**src/verilog/qsf_regs.svh**
```systemverilog
// opcodes, field widths, counts and defaults of the four-wire command framer
`ifndef QSF_REGS_SVH
`define QSF_REGS_SVH
`define QSF_OP_WREN 8'h06
`define QSF_OP_VOL_WREN 8'h50
`define QSF_OP_WRDIS 8'h04
`define QSF_OP_RD_STAT 8'h05
`define QSF_OP_WR_STAT 8'h01
`define QSF_OP_SET_PARAM 8'hc0
`define QSF_OP_ENTER_4B 8'hb7
`define QSF_OP_EXIT_4B 8'he9
`define QSF_OP_RST_EN 8'h66
`define QSF_OP_RST 8'h99
`define QSF_OP_READ_ID 8'h9f
`define QSF_OP_PAGE_PGM 8'h02
`define QSF_OP_ERASE_4K 8'h20
`define QSF_OP_ERASE_32K 8'h52
`define QSF_OP_ERASE_64K 8'hd8
`define QSF_OP_FAST_RD 8'h0b
`define QSF_OP_WRAP_RD 8'h0c
`define QSF_OP_QIO_RD 8'heb
`define QSF_OP_WORD_RD 8'he7
`define QSF_OP_OCT_RD 8'he3
`define QSF_OP_BLK_LOCK 8'h36
`define QSF_OP_BLK_UNLOCK 8'h39
`define QSF_OP_RD_LOCK 8'h3d
`define QSF_OP_SET_WRAP 8'h77
`define QSF_OPCODE_HI_BITS 6'h04
`define QSF_ADDR3_BITS 6'h18
`define QSF_ADDR4_BITS 6'h20
`define QSF_BYTE_BITS 6'h08
`define QSF_TX_BYTE_BITS 4'h8
`define QSF_WRAP_NIBBLE_POS 6'h18
`define QSF_WRAP_SAT_BITS 6'h20
`define QSF_DUMMY_FAST 4'h2
`define QSF_DUMMY_QIO 4'h4
`define QSF_DUMMY_WORD 4'h2
`define QSF_DUMMY_OCT 4'h0
`define QSF_SECREG_TOP 8'h00
`define QSF_SECREG1 8'h10
`define QSF_SECREG2 8'h20
`define QSF_SECREG3 8'h30
// identifier value is arbitrary
`define QSF_DEVICE_ID 8'h5a
`define QSF_FIFO_WIDTH 16
`define QSF_FIFO_DEPTH 32
`define QSF_SYNC_WIDTH 6
`define QSF_SYNC_RESET 6'h10
`endif

```
**src/verilog/qsf_pkg.sv**
```systemverilog
// types shared by the four-wire command framer
package qsf_pkg;
  typedef enum logic [7:0] {
    ST_IDLE = 8'h01,
    ST_OPCODE = 8'h02,
    ST_ADDR = 8'h04,
    ST_MODE = 8'h08,
    ST_DUMMY = 8'h10,
    ST_DIN = 8'h20,
    ST_DOUT = 8'h40,
    ST_SKIP = 8'h80
  } qsf_state_t;
endpackage

```
**src/verilog/qsf_cmd_frame.sv**
```systemverilog
// device-side instruction framer for four-wire command mode
// Summary of operation
// - opcode takes two clocks, high nibble first; address and data follow alike.
// - three-byte mode: 24-bit address in clocks two to seven.
// - four-byte mode: 32-bit address in clocks two to nine.
// - every byte moves most significant bit first.
// - status and identifier bytes repeat until chip select rises.
// - page program carries 1 to 256 bytes; overflow wraps to page start.
// - security register chosen by address 23..16 zero and 15..8 10h/20h/30h.
// - two-line address: odd bits on line 1, even bits on line 0.
// - two-line data out: bits 7,5,3,1 on line 1, 6,4,2,0 on line 0.
// - four-line address: each line every fourth bit, then mode bits.
// - wrap setting uses only seventh nibble, bits on lines 0..2.
// - four-line data moves high nibble then low nibble.
// - quad I/O read leaves four don't-care clocks after mode bits while read-parameter bits 7..4 are zero.
// - quad word read leaves two don't-care clocks before data.
// - fast and quad I/O read dummy clock count follows read-parameter bits 7..4.
// - wrapped read length follows read-parameter bits 1..0.
// - write-enable opcode sets the write-enable latch.
// - volatile write enable leaves latch alone, qualifies status write only.
// - latch clears at reset and when writes, erases or resets complete.
// - status read is accepted at any time, even while busy.
`include "qsf_regs.svh"
module qsf_cmd_frame
  import qsf_pkg::*;
(
  input wire logic ref_clk,
  input wire logic rst_n,
  input wire logic linkClk,
  input wire logic chipSelN,
  input wire logic [3:0] dataLineIn,
  output logic [3:0] dataLineOut,
  output logic [3:0] dataLineOeN,
  input wire logic dualLines,
  input wire logic busy,
  input wire logic [5:0] statusUpper,
  input wire logic lockStatus,
  input wire logic [7:0] arrayData,
  output logic [31:0] arrayAddr,
  input wire logic opDone,
  output logic cmdStrobe,
  output logic [7:0] cmdOpcode,
  output logic [31:0] cmdAddr,
  output logic [1:0] secRegIndex,
  output logic statusWrite,
  output logic statusWriteVolatile,
  output logic [7:0] statusWriteData,
  output logic writeEnableLatch,
  output logic fourByteMode,
  output logic [3:0] dummyClockCountField,
  output logic [3:0] wrapLengthField,
  output logic [7:0] continuousReadModeBits,
  output logic [2:0] wrapSettingBits,
  output logic [7:0] pgmData,
  output logic [7:0] pgmOffset,
  output logic pgmValid,
  input wire logic pgmReady,
  output logic pgmOverrun
);
  logic [5:0] syncPins;
  logic sclkSync;
  logic csSyncN;
  logic [3:0] ioSync;
  logic sclkPrev_reg;
  logic csActivePrev_reg;
  logic csActive;
  logic sclkRise;
  logic sclkFall;
  logic sample;
  logic frameStart;
  logic frameEnd;
  qsf_state_t state_reg;
  logic [7:0] opcode_reg;
  logic opValid_reg;
  logic [31:0] shift_reg;
  logic [5:0] bitCnt_reg;
  logic addrDone_reg;
  logic [3:0] dummyLeft_reg;
  logic byteSeen_reg;
  logic [7:0] dataByte_reg;
  logic wrapSeen_reg;
  logic [2:0] wrapCapture_reg;
  logic volEnable_reg;
  logic resetArmed_reg;
  logic [7:0] tx_reg;
  logic [3:0] txBits_reg;
  logic [5:0] step;
  logic [31:0] shiftIn;
  logic [5:0] bitsNext;
  logic [5:0] addrBits;
  logic [3:0] effDummy;
  logic [7:0] outSrc;
  logic [7:0] txCur;
  logic [3:0] txBitsNext;
  logic byteDoneIn;
  logic byteDoneOut;
  logic fifoInValid;
  logic fifoInReady;
  logic [15:0] fifoOut;
  logic [7:0] wrapMask;
  logic endOk;
  logic softReset;

  qsf_pin_sync #(.WIDTH(`QSF_SYNC_WIDTH), .RST_VAL(`QSF_SYNC_RESET)) u_sync (
    .clk(ref_clk),
    .rst_n(rst_n),
    .asyncIn({linkClk, chipSelN, dataLineIn}),
    .syncOut(syncPins)
  );

  assign {sclkSync, csSyncN, ioSync} = syncPins;
  assign csActive = ~csSyncN;
  assign sclkRise = sclkSync & ~sclkPrev_reg;
  assign sclkFall = ~sclkSync & sclkPrev_reg;
  assign sample = sclkRise & csActive;
  assign frameStart = csActive & ~csActivePrev_reg;
  assign frameEnd = csActivePrev_reg & ~csActive;
  assign endOk = frameEnd & opValid_reg;
  assign softReset = endOk && opcode_reg == `QSF_OP_RST && resetArmed_reg;

  function automatic logic isAddressed(input logic [7:0] op);
    case (op)
      `QSF_OP_PAGE_PGM, `QSF_OP_ERASE_4K, `QSF_OP_ERASE_32K, `QSF_OP_ERASE_64K,
      `QSF_OP_FAST_RD, `QSF_OP_WRAP_RD, `QSF_OP_QIO_RD, `QSF_OP_WORD_RD,
      `QSF_OP_OCT_RD, `QSF_OP_BLK_LOCK, `QSF_OP_BLK_UNLOCK, `QSF_OP_RD_LOCK:
        return 1'b1;
      default:
        return 1'b0;
    endcase
  endfunction

  always_comb
  begin
    step = (dualLines && state_reg != ST_OPCODE) ? 6'h02 : 6'h04;
    // msb-first shift; dual puts odd bit on line 1, quad every fourth bit per line
    shiftIn = (step == 6'h02) ? {shift_reg[29:0], ioSync[1:0]} : {shift_reg[27:0], ioSync};
    bitsNext = bitCnt_reg + step;
    addrBits = fourByteMode ? `QSF_ADDR4_BITS : `QSF_ADDR3_BITS;
    case (opcode_reg)
      `QSF_OP_FAST_RD, `QSF_OP_WRAP_RD:
        effDummy = (dummyClockCountField != 4'h0) ? dummyClockCountField : `QSF_DUMMY_FAST;
      `QSF_OP_QIO_RD:
        effDummy = (dummyClockCountField != 4'h0) ? dummyClockCountField : `QSF_DUMMY_QIO;
      `QSF_OP_WORD_RD:
        effDummy = `QSF_DUMMY_WORD;
      default:
        effDummy = `QSF_DUMMY_OCT;
    endcase
    case (opcode_reg)
      `QSF_OP_RD_STAT:
        outSrc = {statusUpper, writeEnableLatch, busy};
      `QSF_OP_READ_ID:
        outSrc = `QSF_DEVICE_ID;
      `QSF_OP_RD_LOCK:
        outSrc = {7'h00, lockStatus};
      default:
        outSrc = arrayData;
    endcase
    case (wrapLengthField[1:0])
      2'h0: wrapMask = 8'h07;
      2'h1: wrapMask = 8'h0f;
      2'h2: wrapMask = 8'h1f;
      default: wrapMask = 8'h3f;
    endcase
  end

  assign byteDoneIn = sample && state_reg == ST_DIN && opcode_reg != `QSF_OP_SET_WRAP
    && bitsNext == `QSF_BYTE_BITS;
  assign txCur = (txBits_reg == 4'h0) ? outSrc : tx_reg;
  assign txBitsNext = txBits_reg + step[3:0];
  assign byteDoneOut = sclkFall && csActive && state_reg == ST_DOUT && txBitsNext == `QSF_TX_BYTE_BITS;

  // link edge and frame tracking
  always_ff @(posedge ref_clk or negedge rst_n)
  begin
    if (!rst_n)
    begin
      sclkPrev_reg <= 1'b0;
      csActivePrev_reg <= 1'b0;
    end
    else
    begin
      sclkPrev_reg <= sclkSync;
      csActivePrev_reg <= csActive;
    end
  end

  // frame state machine on rising link edges
  always_ff @(posedge ref_clk or negedge rst_n)
  begin
    if (!rst_n)
    begin
      state_reg <= ST_IDLE;
      opcode_reg <= 8'h00;
      opValid_reg <= 1'b0;
      shift_reg <= 32'h0;
      bitCnt_reg <= 6'h00;
      addrDone_reg <= 1'b0;
      dummyLeft_reg <= 4'h0;
      continuousReadModeBits <= 8'h00;
    end
    else if (!csActive)
    begin
      state_reg <= ST_IDLE;
    end
    else if (frameStart)
    begin
      state_reg <= ST_OPCODE;
      opValid_reg <= 1'b0;
      addrDone_reg <= 1'b0;
      bitCnt_reg <= 6'h00;
    end
    else if (sample)
    begin
      shift_reg <= shiftIn;
      case (state_reg)
        ST_OPCODE:
        begin
          if (bitCnt_reg != `QSF_OPCODE_HI_BITS)
            bitCnt_reg <= `QSF_OPCODE_HI_BITS;
          else
          begin
            opcode_reg <= shiftIn[7:0];
            opValid_reg <= 1'b1;
            bitCnt_reg <= 6'h00;
            if (isAddressed(shiftIn[7:0]))
              state_reg <= ST_ADDR;
            else if (shiftIn[7:0] == `QSF_OP_RD_STAT || shiftIn[7:0] == `QSF_OP_READ_ID)
              state_reg <= ST_DOUT;
            else if (shiftIn[7:0] == `QSF_OP_WR_STAT || shiftIn[7:0] == `QSF_OP_SET_PARAM
              || shiftIn[7:0] == `QSF_OP_SET_WRAP)
              state_reg <= ST_DIN;
            else
              state_reg <= ST_SKIP;
          end
        end
        ST_ADDR:
        begin
          bitCnt_reg <= bitsNext;
          if (bitsNext == addrBits)
          begin
            addrDone_reg <= 1'b1;
            bitCnt_reg <= 6'h00;
            case (opcode_reg)
              `QSF_OP_PAGE_PGM:
                state_reg <= ST_DIN;
              `QSF_OP_QIO_RD, `QSF_OP_WORD_RD, `QSF_OP_OCT_RD:
                state_reg <= ST_MODE;
              `QSF_OP_FAST_RD, `QSF_OP_WRAP_RD:
                state_reg <= (effDummy == 4'h0) ? ST_DOUT : ST_DUMMY;
              `QSF_OP_RD_LOCK:
                state_reg <= ST_DOUT;
              default:
                state_reg <= ST_SKIP;
            endcase
            dummyLeft_reg <= effDummy;
          end
        end
        ST_MODE:
        begin
          bitCnt_reg <= bitsNext;
          if (bitsNext == `QSF_BYTE_BITS)
          begin
            continuousReadModeBits <= shiftIn[7:0];
            bitCnt_reg <= 6'h00;
            state_reg <= (dummyLeft_reg == 4'h0) ? ST_DOUT : ST_DUMMY;
          end
        end
        ST_DUMMY:
        begin
          dummyLeft_reg <= dummyLeft_reg - 4'h1;
          if (dummyLeft_reg == 4'h1)
            state_reg <= ST_DOUT;
        end
        ST_DIN:
        begin
          if (opcode_reg == `QSF_OP_SET_WRAP)
            bitCnt_reg <= (bitCnt_reg == `QSF_WRAP_SAT_BITS) ? bitCnt_reg : bitsNext;
          else
            bitCnt_reg <= (bitsNext == `QSF_BYTE_BITS) ? 6'h00 : bitsNext;
        end
        default:
          state_reg <= state_reg;
      endcase
    end
  end

  // data bytes, wrap nibble and page overrun flag capture
  always_ff @(posedge ref_clk or negedge rst_n)
  begin
    if (!rst_n)
    begin
      byteSeen_reg <= 1'b0;
      dataByte_reg <= 8'h00;
      wrapSeen_reg <= 1'b0;
      wrapCapture_reg <= 3'h0;
      pgmOverrun <= 1'b0;
    end
    else if (frameStart)
    begin
      byteSeen_reg <= 1'b0;
      wrapSeen_reg <= 1'b0;
      pgmOverrun <= 1'b0;
    end
    else
    begin
      if (byteDoneIn)
      begin
        byteSeen_reg <= 1'b1;
        if (!byteSeen_reg)
          dataByte_reg <= shiftIn[7:0];
      end
      if (sample && state_reg == ST_DIN && opcode_reg == `QSF_OP_SET_WRAP
        && bitCnt_reg == `QSF_WRAP_NIBBLE_POS)
      begin
        wrapSeen_reg <= 1'b1;
        wrapCapture_reg <= ioSync[2:0];
      end
      if (fifoInValid && !fifoInReady)
        pgmOverrun <= 1'b1;
    end
  end

  // array address: page offset for program, auto-increment for reads
  always_ff @(posedge ref_clk or negedge rst_n)
  begin
    if (!rst_n)
      arrayAddr <= 32'h0;
    else if (sample && state_reg == ST_ADDR && bitsNext == addrBits)
      arrayAddr <= (addrBits == `QSF_ADDR3_BITS) ? {8'h00, shiftIn[23:0]} : shiftIn;
    else if (byteDoneIn)
      arrayAddr[7:0] <= arrayAddr[7:0] + 8'h01;
    else if (byteDoneOut && opcode_reg == `QSF_OP_WRAP_RD)
      arrayAddr[7:0] <= (arrayAddr[7:0] & ~wrapMask)
        | ((arrayAddr[7:0] + 8'h01) & wrapMask);
    else if (byteDoneOut && isAddressed(opcode_reg) && opcode_reg != `QSF_OP_RD_LOCK)
      arrayAddr <= arrayAddr + 32'h1;
  end

  // output lanes updated on falling link edges
  always_ff @(posedge ref_clk or negedge rst_n)
  begin
    if (!rst_n)
    begin
      dataLineOut <= 4'h0;
      dataLineOeN <= 4'hf;
      tx_reg <= 8'h00;
      txBits_reg <= 4'h0;
    end
    else if (!csActive || state_reg != ST_DOUT)
    begin
      dataLineOeN <= 4'hf;
      txBits_reg <= 4'h0;
    end
    else if (sclkFall)
    begin
      if (dualLines)
      begin
        dataLineOut <= {2'b00, txCur[7:6]};
        tx_reg <= {txCur[5:0], 2'b00};
        dataLineOeN <= 4'hc;
      end
      else
      begin
        dataLineOut <= txCur[7:4];
        tx_reg <= {txCur[3:0], 4'h0};
        dataLineOeN <= 4'h0;
      end
      txBits_reg <= (txBitsNext == `QSF_TX_BYTE_BITS) ? 4'h0 : txBitsNext;
    end
  end

  // write-enable latch; a set in the same cycle as a clear wins
  always_ff @(posedge ref_clk or negedge rst_n)
  begin
    if (!rst_n)
      writeEnableLatch <= 1'b0;
    else if (endOk && opcode_reg == `QSF_OP_WREN)
      writeEnableLatch <= 1'b1;
    else if (opDone || softReset || (endOk && opcode_reg == `QSF_OP_WRDIS))
      writeEnableLatch <= 1'b0;
  end

  // volatile enable and reset arming, each good for the next frame only
  always_ff @(posedge ref_clk or negedge rst_n)
  begin
    if (!rst_n)
    begin
      volEnable_reg <= 1'b0;
      resetArmed_reg <= 1'b0;
    end
    else if (endOk)
    begin
      volEnable_reg <= (opcode_reg == `QSF_OP_VOL_WREN) && !softReset;
      resetArmed_reg <= opcode_reg == `QSF_OP_RST_EN;
    end
  end

  // configuration set by complete frames
  always_ff @(posedge ref_clk or negedge rst_n)
  begin
    if (!rst_n)
    begin
      fourByteMode <= 1'b0;
      dummyClockCountField <= 4'h0;
      wrapLengthField <= 4'h0;
      wrapSettingBits <= 3'h0;
    end
    else if (softReset)
    begin
      fourByteMode <= 1'b0;
      dummyClockCountField <= 4'h0;
      wrapLengthField <= 4'h0;
    end
    else if (endOk)
    begin
      if (opcode_reg == `QSF_OP_ENTER_4B)
        fourByteMode <= 1'b1;
      if (opcode_reg == `QSF_OP_EXIT_4B)
        fourByteMode <= 1'b0;
      if (opcode_reg == `QSF_OP_SET_PARAM && byteSeen_reg)
      begin
        dummyClockCountField <= dataByte_reg[7:4];
        wrapLengthField <= dataByte_reg[3:0];
      end
      if (opcode_reg == `QSF_OP_SET_WRAP && wrapSeen_reg)
        wrapSettingBits <= wrapCapture_reg;
    end
  end

  // command and status-write strobes at frame end
  always_ff @(posedge ref_clk or negedge rst_n)
  begin
    if (!rst_n)
    begin
      cmdStrobe <= 1'b0;
      cmdOpcode <= 8'h00;
      cmdAddr <= 32'h0;
      secRegIndex <= 2'h0;
      statusWrite <= 1'b0;
      statusWriteVolatile <= 1'b0;
      statusWriteData <= 8'h00;
    end
    else
    begin
      cmdStrobe <= 1'b0;
      statusWrite <= 1'b0;
      if (endOk && addrDone_reg)
      begin
        case (opcode_reg)
          `QSF_OP_ERASE_4K, `QSF_OP_ERASE_32K, `QSF_OP_ERASE_64K:
            cmdStrobe <= writeEnableLatch;
          `QSF_OP_PAGE_PGM:
            cmdStrobe <= writeEnableLatch && byteSeen_reg;
          `QSF_OP_BLK_LOCK, `QSF_OP_BLK_UNLOCK:
            cmdStrobe <= 1'b1;
          default:
            cmdStrobe <= 1'b0;
        endcase
        cmdOpcode <= opcode_reg;
        cmdAddr <= arrayAddr;
        if (arrayAddr[23:16] != `QSF_SECREG_TOP)
          secRegIndex <= 2'h0;
        else if (arrayAddr[15:8] == `QSF_SECREG1)
          secRegIndex <= 2'h1;
        else if (arrayAddr[15:8] == `QSF_SECREG2)
          secRegIndex <= 2'h2;
        else if (arrayAddr[15:8] == `QSF_SECREG3)
          secRegIndex <= 2'h3;
        else
          secRegIndex <= 2'h0;
      end
      if (endOk && opcode_reg == `QSF_OP_WR_STAT && byteSeen_reg
        && (writeEnableLatch || volEnable_reg))
      begin
        statusWrite <= 1'b1;
        statusWriteVolatile <= !writeEnableLatch;
        statusWriteData <= dataByte_reg;
      end
    end
  end

  assign fifoInValid = byteDoneIn && opcode_reg == `QSF_OP_PAGE_PGM && writeEnableLatch;

  qsf_fifo #(.WIDTH(`QSF_FIFO_WIDTH), .DEPTH(`QSF_FIFO_DEPTH)) u_pgm_fifo (
    .clk(ref_clk),
    .rst_n(rst_n),
    .inValid(fifoInValid),
    .inReady(fifoInReady),
    .inData({arrayAddr[7:0], shiftIn[7:0]}),
    .outValid(pgmValid),
    .outReady(pgmReady),
    .outData(fifoOut)
  );

  assign pgmOffset = fifoOut[15:8];
  assign pgmData = fifoOut[7:0];
endmodule

```
**src/verilog/qsf_pin_sync.sv**
```systemverilog
// two-flop synchroniser for pins from outside the clock domain
module qsf_pin_sync #(
  parameter int WIDTH = 6,
  parameter logic [WIDTH-1:0] RST_VAL = '0
) (
  input wire logic clk,
  input wire logic rst_n,
  input wire logic [WIDTH-1:0] asyncIn,
  output logic [WIDTH-1:0] syncOut
);
  logic [WIDTH-1:0] stage1_reg;

  always_ff @(posedge clk or negedge rst_n)
  begin
    if (!rst_n)
    begin
      stage1_reg <= RST_VAL;
      syncOut <= RST_VAL;
    end
    else
    begin
      stage1_reg <= asyncIn;
      syncOut <= stage1_reg;
    end
  end
endmodule

```
**src/verilog/qsf_fifo.sv**
```systemverilog
// flop-based fifo with valid/ready on both sides
module qsf_fifo #(
  parameter int WIDTH = 16,
  parameter int DEPTH = 32
) (
  input wire logic clk,
  input wire logic rst_n,
  input wire logic inValid,
  output logic inReady,
  input wire logic [WIDTH-1:0] inData,
  output logic outValid,
  input wire logic outReady,
  output logic [WIDTH-1:0] outData
);
  localparam int AW = $clog2(DEPTH);
  logic [WIDTH-1:0] mem [DEPTH];
  logic [AW:0] wrPtr_reg;
  logic [AW:0] rdPtr_reg;
  logic push;
  logic pop;

  assign inReady = (wrPtr_reg[AW] == rdPtr_reg[AW]) || (wrPtr_reg[AW-1:0] != rdPtr_reg[AW-1:0]);
  assign outValid = wrPtr_reg != rdPtr_reg;
  assign push = inValid && inReady;
  assign pop = outValid && outReady;
  assign outData = mem[rdPtr_reg[AW-1:0]];

  genvar i;
  generate
    for (i = 0; i < DEPTH; i++)
    begin : g_entry
      always_ff @(posedge clk or negedge rst_n)
      begin
        if (!rst_n)
          mem[i] <= '0;
        else if (push && wrPtr_reg[AW-1:0] == AW'(i))
          mem[i] <= inData;
      end
    end
  endgenerate

  always_ff @(posedge clk or negedge rst_n)
  begin
    if (!rst_n)
    begin
      wrPtr_reg <= '0;
      rdPtr_reg <= '0;
    end
    else
    begin
      if (push)
        wrPtr_reg <= wrPtr_reg + 1'b1;
      if (pop)
        rdPtr_reg <= rdPtr_reg + 1'b1;
    end
  end
endmodule

```
**config.mk**
```make
export PLATFORM = sky130hd
export DESIGN_NAME = qsf_cmd_frame
export DESIGN_NICKNAME = d
export VERILOG_FILES = /design/src/verilog/qsf_pkg.sv /design/src/verilog/qsf_cmd_frame.sv /design/src/verilog/qsf_pin_sync.sv /design/src/verilog/qsf_fifo.sv
export VERILOG_INCLUDE_DIRS = /design/src /design/src/verilog
export SDC_FILE = /design/constraint.sdc
export NUM_CORES = 1
export LEC_CHECK = 0
export BUFFER_PORTS_ARGS = -buffer_cell sky130_fd_sc_hd__buf_4
export CAP_MARGIN = 20
export CORE_MARGIN = 5
export CORE_UTILIZATION = 55
export DETAILED_ROUTE_END_ITERATION = 12
export MAX_ROUTING_LAYER = met4
export PLACE_DENSITY = 0.78
export RECOVER_POWER = 100
export SKIP_LAST_GASP = 1
export SLEW_MARGIN = 20
export SYNTH_ARGS = -nofsm -noshare
export SYNTH_HDL_FRONTEND = slang
export SYNTH_SLANG_ARGS = --single-unit
```
**constraint.sdc**
```tcl
create_clock -name ref_clk -period 5.8 [get_ports ref_clk]
set_input_delay 0.58 -clock ref_clk [delete_from_list [all_inputs] [get_ports ref_clk]]
set_output_delay 0.58 -clock ref_clk [all_outputs]
set_load 0.01 [all_outputs]
```
==> run summary <==
CTS buffer count: 77
Synth Instances: 2778
Min-Delay Endpoint: u_sync.stage1_reg[4]$_DFF_PN1_
Setup ws final: 0.608 ns
CP Capture Type: flop
Final Critical Period: 5.19 ns
Post-synth EDFFs: 0
Crit start category: flop
Cell Count, Final, Fillers Out: 3747
Mean Syn Cell Area: 12.3 sq um
Period utilisation layout: 0.895
TritonCTS clock tree: yes
Synthesized cell area: 0.0343 sq mm
# port buffers: 158
Starting Density: 0.556
Min Hold Slack: 0.0588 ns
Layout fillers: 4672
GR Overflow Total: 0
Routed wl met3: 6990 um
Post-CTS Resized: 0
Die H: 260 um
WL/cell: 24.4 um
Clk root buf: clkbuf_16
Postcts setup bufs: 0
Clk pwr share: 0.418
Failing checks: capacitance limit, slew limit
ANT cells: 0
Register-to-register setup slack: 0.61 ns
Dominant synthesized flop cell: dfrtp_1
Core Area: 0.0617 sq mm
Switching fraction of total power: 0.273
Placed Instance Area: 0.0364 sq mm
Die area: 0.0675 sq mm
Met2 WL: 44000 um
Crit path DAT: 5.68 ns
Clock Latency Late Sink: 0.63 ns
Initial antenna violation count: 0
Worst-path maximum fanout: 11
Via Count: 23600
Async S/R FF share, synth: 1.00
Final design instance area without fill: 0.0384 sq mm
Util after Layout: 0.621
Via density: 6.31
Largest net degree at the start of global routing: 162
Pint: 8.82 mW
Total wire length: 91300 um
Area grow syn2layout: 11.8%
Min-delay src: chipSelN
Worst r2r path cells: 12
Origin of the critical flop-to-flop path: state_reg[3]$_DFFE_PN0P_
Largest regs: u_pgm_fifo.mem (512), arrayAddr (32), cmdAddr (32)
Final Hold Vio Count: 0
Net switching power: 3.31 mW
Met1 wire length: 36300 um
Syn. warnings: 0
Most common cell after layout, fill and taps aside: dfrtp_1
Largest register FFs: 512
Sequential area share after synthesis: 0.535
Req. time, crit path: 6.29 ns
Longest Clk Path Bufs: 3
PwrDens: 316 mW/mm^2
Row count: 91
Combinational power share: 0.129
Worst Setup Path Type: reg -> reg
Clock sink count: 733
Most frequent cells in the layout: 725 x dfrtp_1, 389 x mux2_2, 241 x nor2_1, 209 x nand2_1, 197 x a21oi_1
Worst slew margin: -1.65
Die width: 260 um
Hold path depth: 1
Number of hold buffers added after CTS: 1
Vias in the first global route: 24500
Power after layout: 12.1 mW
Router iterations before antenna repair: 7
Hold Path Class: in -> reg
Seq pwr share: 0.454
Post-DP HPWL: 57000 um
Final count of pins violating max slew: 464
Clock-pin slew on the worst setup and hold paths: 0.06 ns
Final setup TNS: 0 ns
DRC violations left: 0
Max Fclk: 193 MHz
Flops & latches, synth: 733
Routed Antenna Nets: 0
Top Metal Used: met4
Max Cap Violations: 12
Syn Nets: 2818
P_leak: 17.7 nW
All-Layer GR Usage: 0.280
Share of layout cells above drive strength 1: 0.280
Boundary pin count: 159
Status: complete, but fails checks
First-pass GRT wire length: 144000 um
GPL Wtd Cong: 0.911
DP Worst Slack: 0.990 ns
RSZ-0062 raised after global routing: false
Clock skew: 0.0227 ns
Tightest Pin Transition: 3.98 ns
Endpoints failing setup: 0
Top reg by flops: u_pgm_fifo.mem
Inst Count DP: 3605
RR Endpoint: u_pgm_fifo.mem[335]$_DFFE_PN0P_
CTS H-tree lvls: 3
Synth unique cells: 79
Worst vdd ir: 0.275 mV
Final net count: 2889
DR iter-0 viols: 2255
## logic make-up after synthesis
kind of cell,count (synthesis),share of synthesized area
muxes,616,0.254
adders and majority gates,13,0.00518
buffers and inverters,255,0.0298
and+or+nand+nor,709,0.0984
AOI/OAI and AO/OA,415,0.0687
xor gates and xnor gates,37,0.00945
DFF,733,0.535
## cell usage after synthesis, types with 10 or more instances
cell type | count | share of area
dfrtp_1 | 728 | 0.53
mux2_2 | 409 | 0.13
nor2_1 | 254 | 0.028
nand2_1 | 208 | 0.023
a21oi_1 | 197 | 0.029
clkbuf_1 | 166 | 0.018
mux4_2 | 161 | 0.11
o21ai_0 | 124 | 0.018
mux2i_1 | 45 | 0.013
nand3_1 | 39 | 0.0057
buf_2 | 36 | 0.0053
nor3_1 | 33 | 0.0048
buf_1 | 29 | 0.0032
nand4_1 | 24 | 0.0044
nor4_1 | 22 | 0.0040
nand2b_1 | 21 | 0.0038
inv_1 | 19 | 0.0021
xor2_1 | 19 | 0.0049
xnor2_1 | 18 | 0.0046
and3_1 | 14 | 0.0026
a31oi_1 | 11 | 0.0020
ha_1 | 11 | 0.0040
nand4b_1 | 11 | 0.0028
or4_1 | 11 | 0.0024
nor3b_1 | 10 | 0.0022
## critical path: stages (launching register included)
cell and delay, ns:
dfrtp_1 0.49, or4b_1 0.57, o21ai_0 0.46, inv_2 0.14
fa_1 0.50, xnor2_1 0.25, nand4b_1 0.14, mux2i_2 0.26
and4_1 0.46, nand3_1 0.41, nor2_1 0.42, clkbuf_1 0.52
mux2_2 0.41
## final cells by class
class,instances,area [sq um],share of cell area
inverters,20,75.1,0.00196
clock buffers,105,2170,0.0567
multi-input cells,1790,15000,0.391
well taps,837,1050,0.0273
clock inverters,35,433,0.0113
repair buffers,227,1290,0.0336
flip-flops and latches,733,18400,0.479
## routing by layer
layer,GRT usage,up-vias
li1,-,10200
met1,0.357,12200
met2,0.442,1007
met3,0.0585,236
met4,0.117,0
met5,-,-
## worst max path at each step
stage	from	cells past startpoint	slack (ns)	endpoint
2_1_floorplan	dualLines	17	0.90	u_pgm_fifo.mem[232]$_DFFE_PN0P_
3_3_place_gp	state_reg[3]$_DFFE_PN0P_	11	1.11	u_pgm_fifo.mem[298]$_DFFE_PN0P_
3_5_place_dp	state_reg[3]$_DFFE_PN0P_	13	0.99	u_pgm_fifo.mem[290]$_DFFE_PN0P_
4_1_cts	state_reg[3]$_DFFE_PN0P_	13	0.93	u_pgm_fifo.mem[293]$_DFFE_PN0P_
5_1_grt	state_reg[3]$_DFFE_PN0P_	13	0.32	u_pgm_fifo.mem[68]$_DFFE_PN0P_
6_report	state_reg[3]$_DFFE_PN0P_	12	0.61	u_pgm_fifo.mem[335]$_DFFE_PN0P_
## power groups by stage
stage | logic, mW | clock network, mW | registers (mW)
after floorplan | 1.29 | 0 | 5.33
after global placement | 1.55 | 0 | 5.58
after detailed placement | 1.58 | 0 | 5.59
after CTS | 1.58 | 5.14 | 5.50
after global routing | 1.69 | 5.37 | 5.52
final | 1.56 | 5.06 | 5.50
Power figures use the tool's default switching activity.
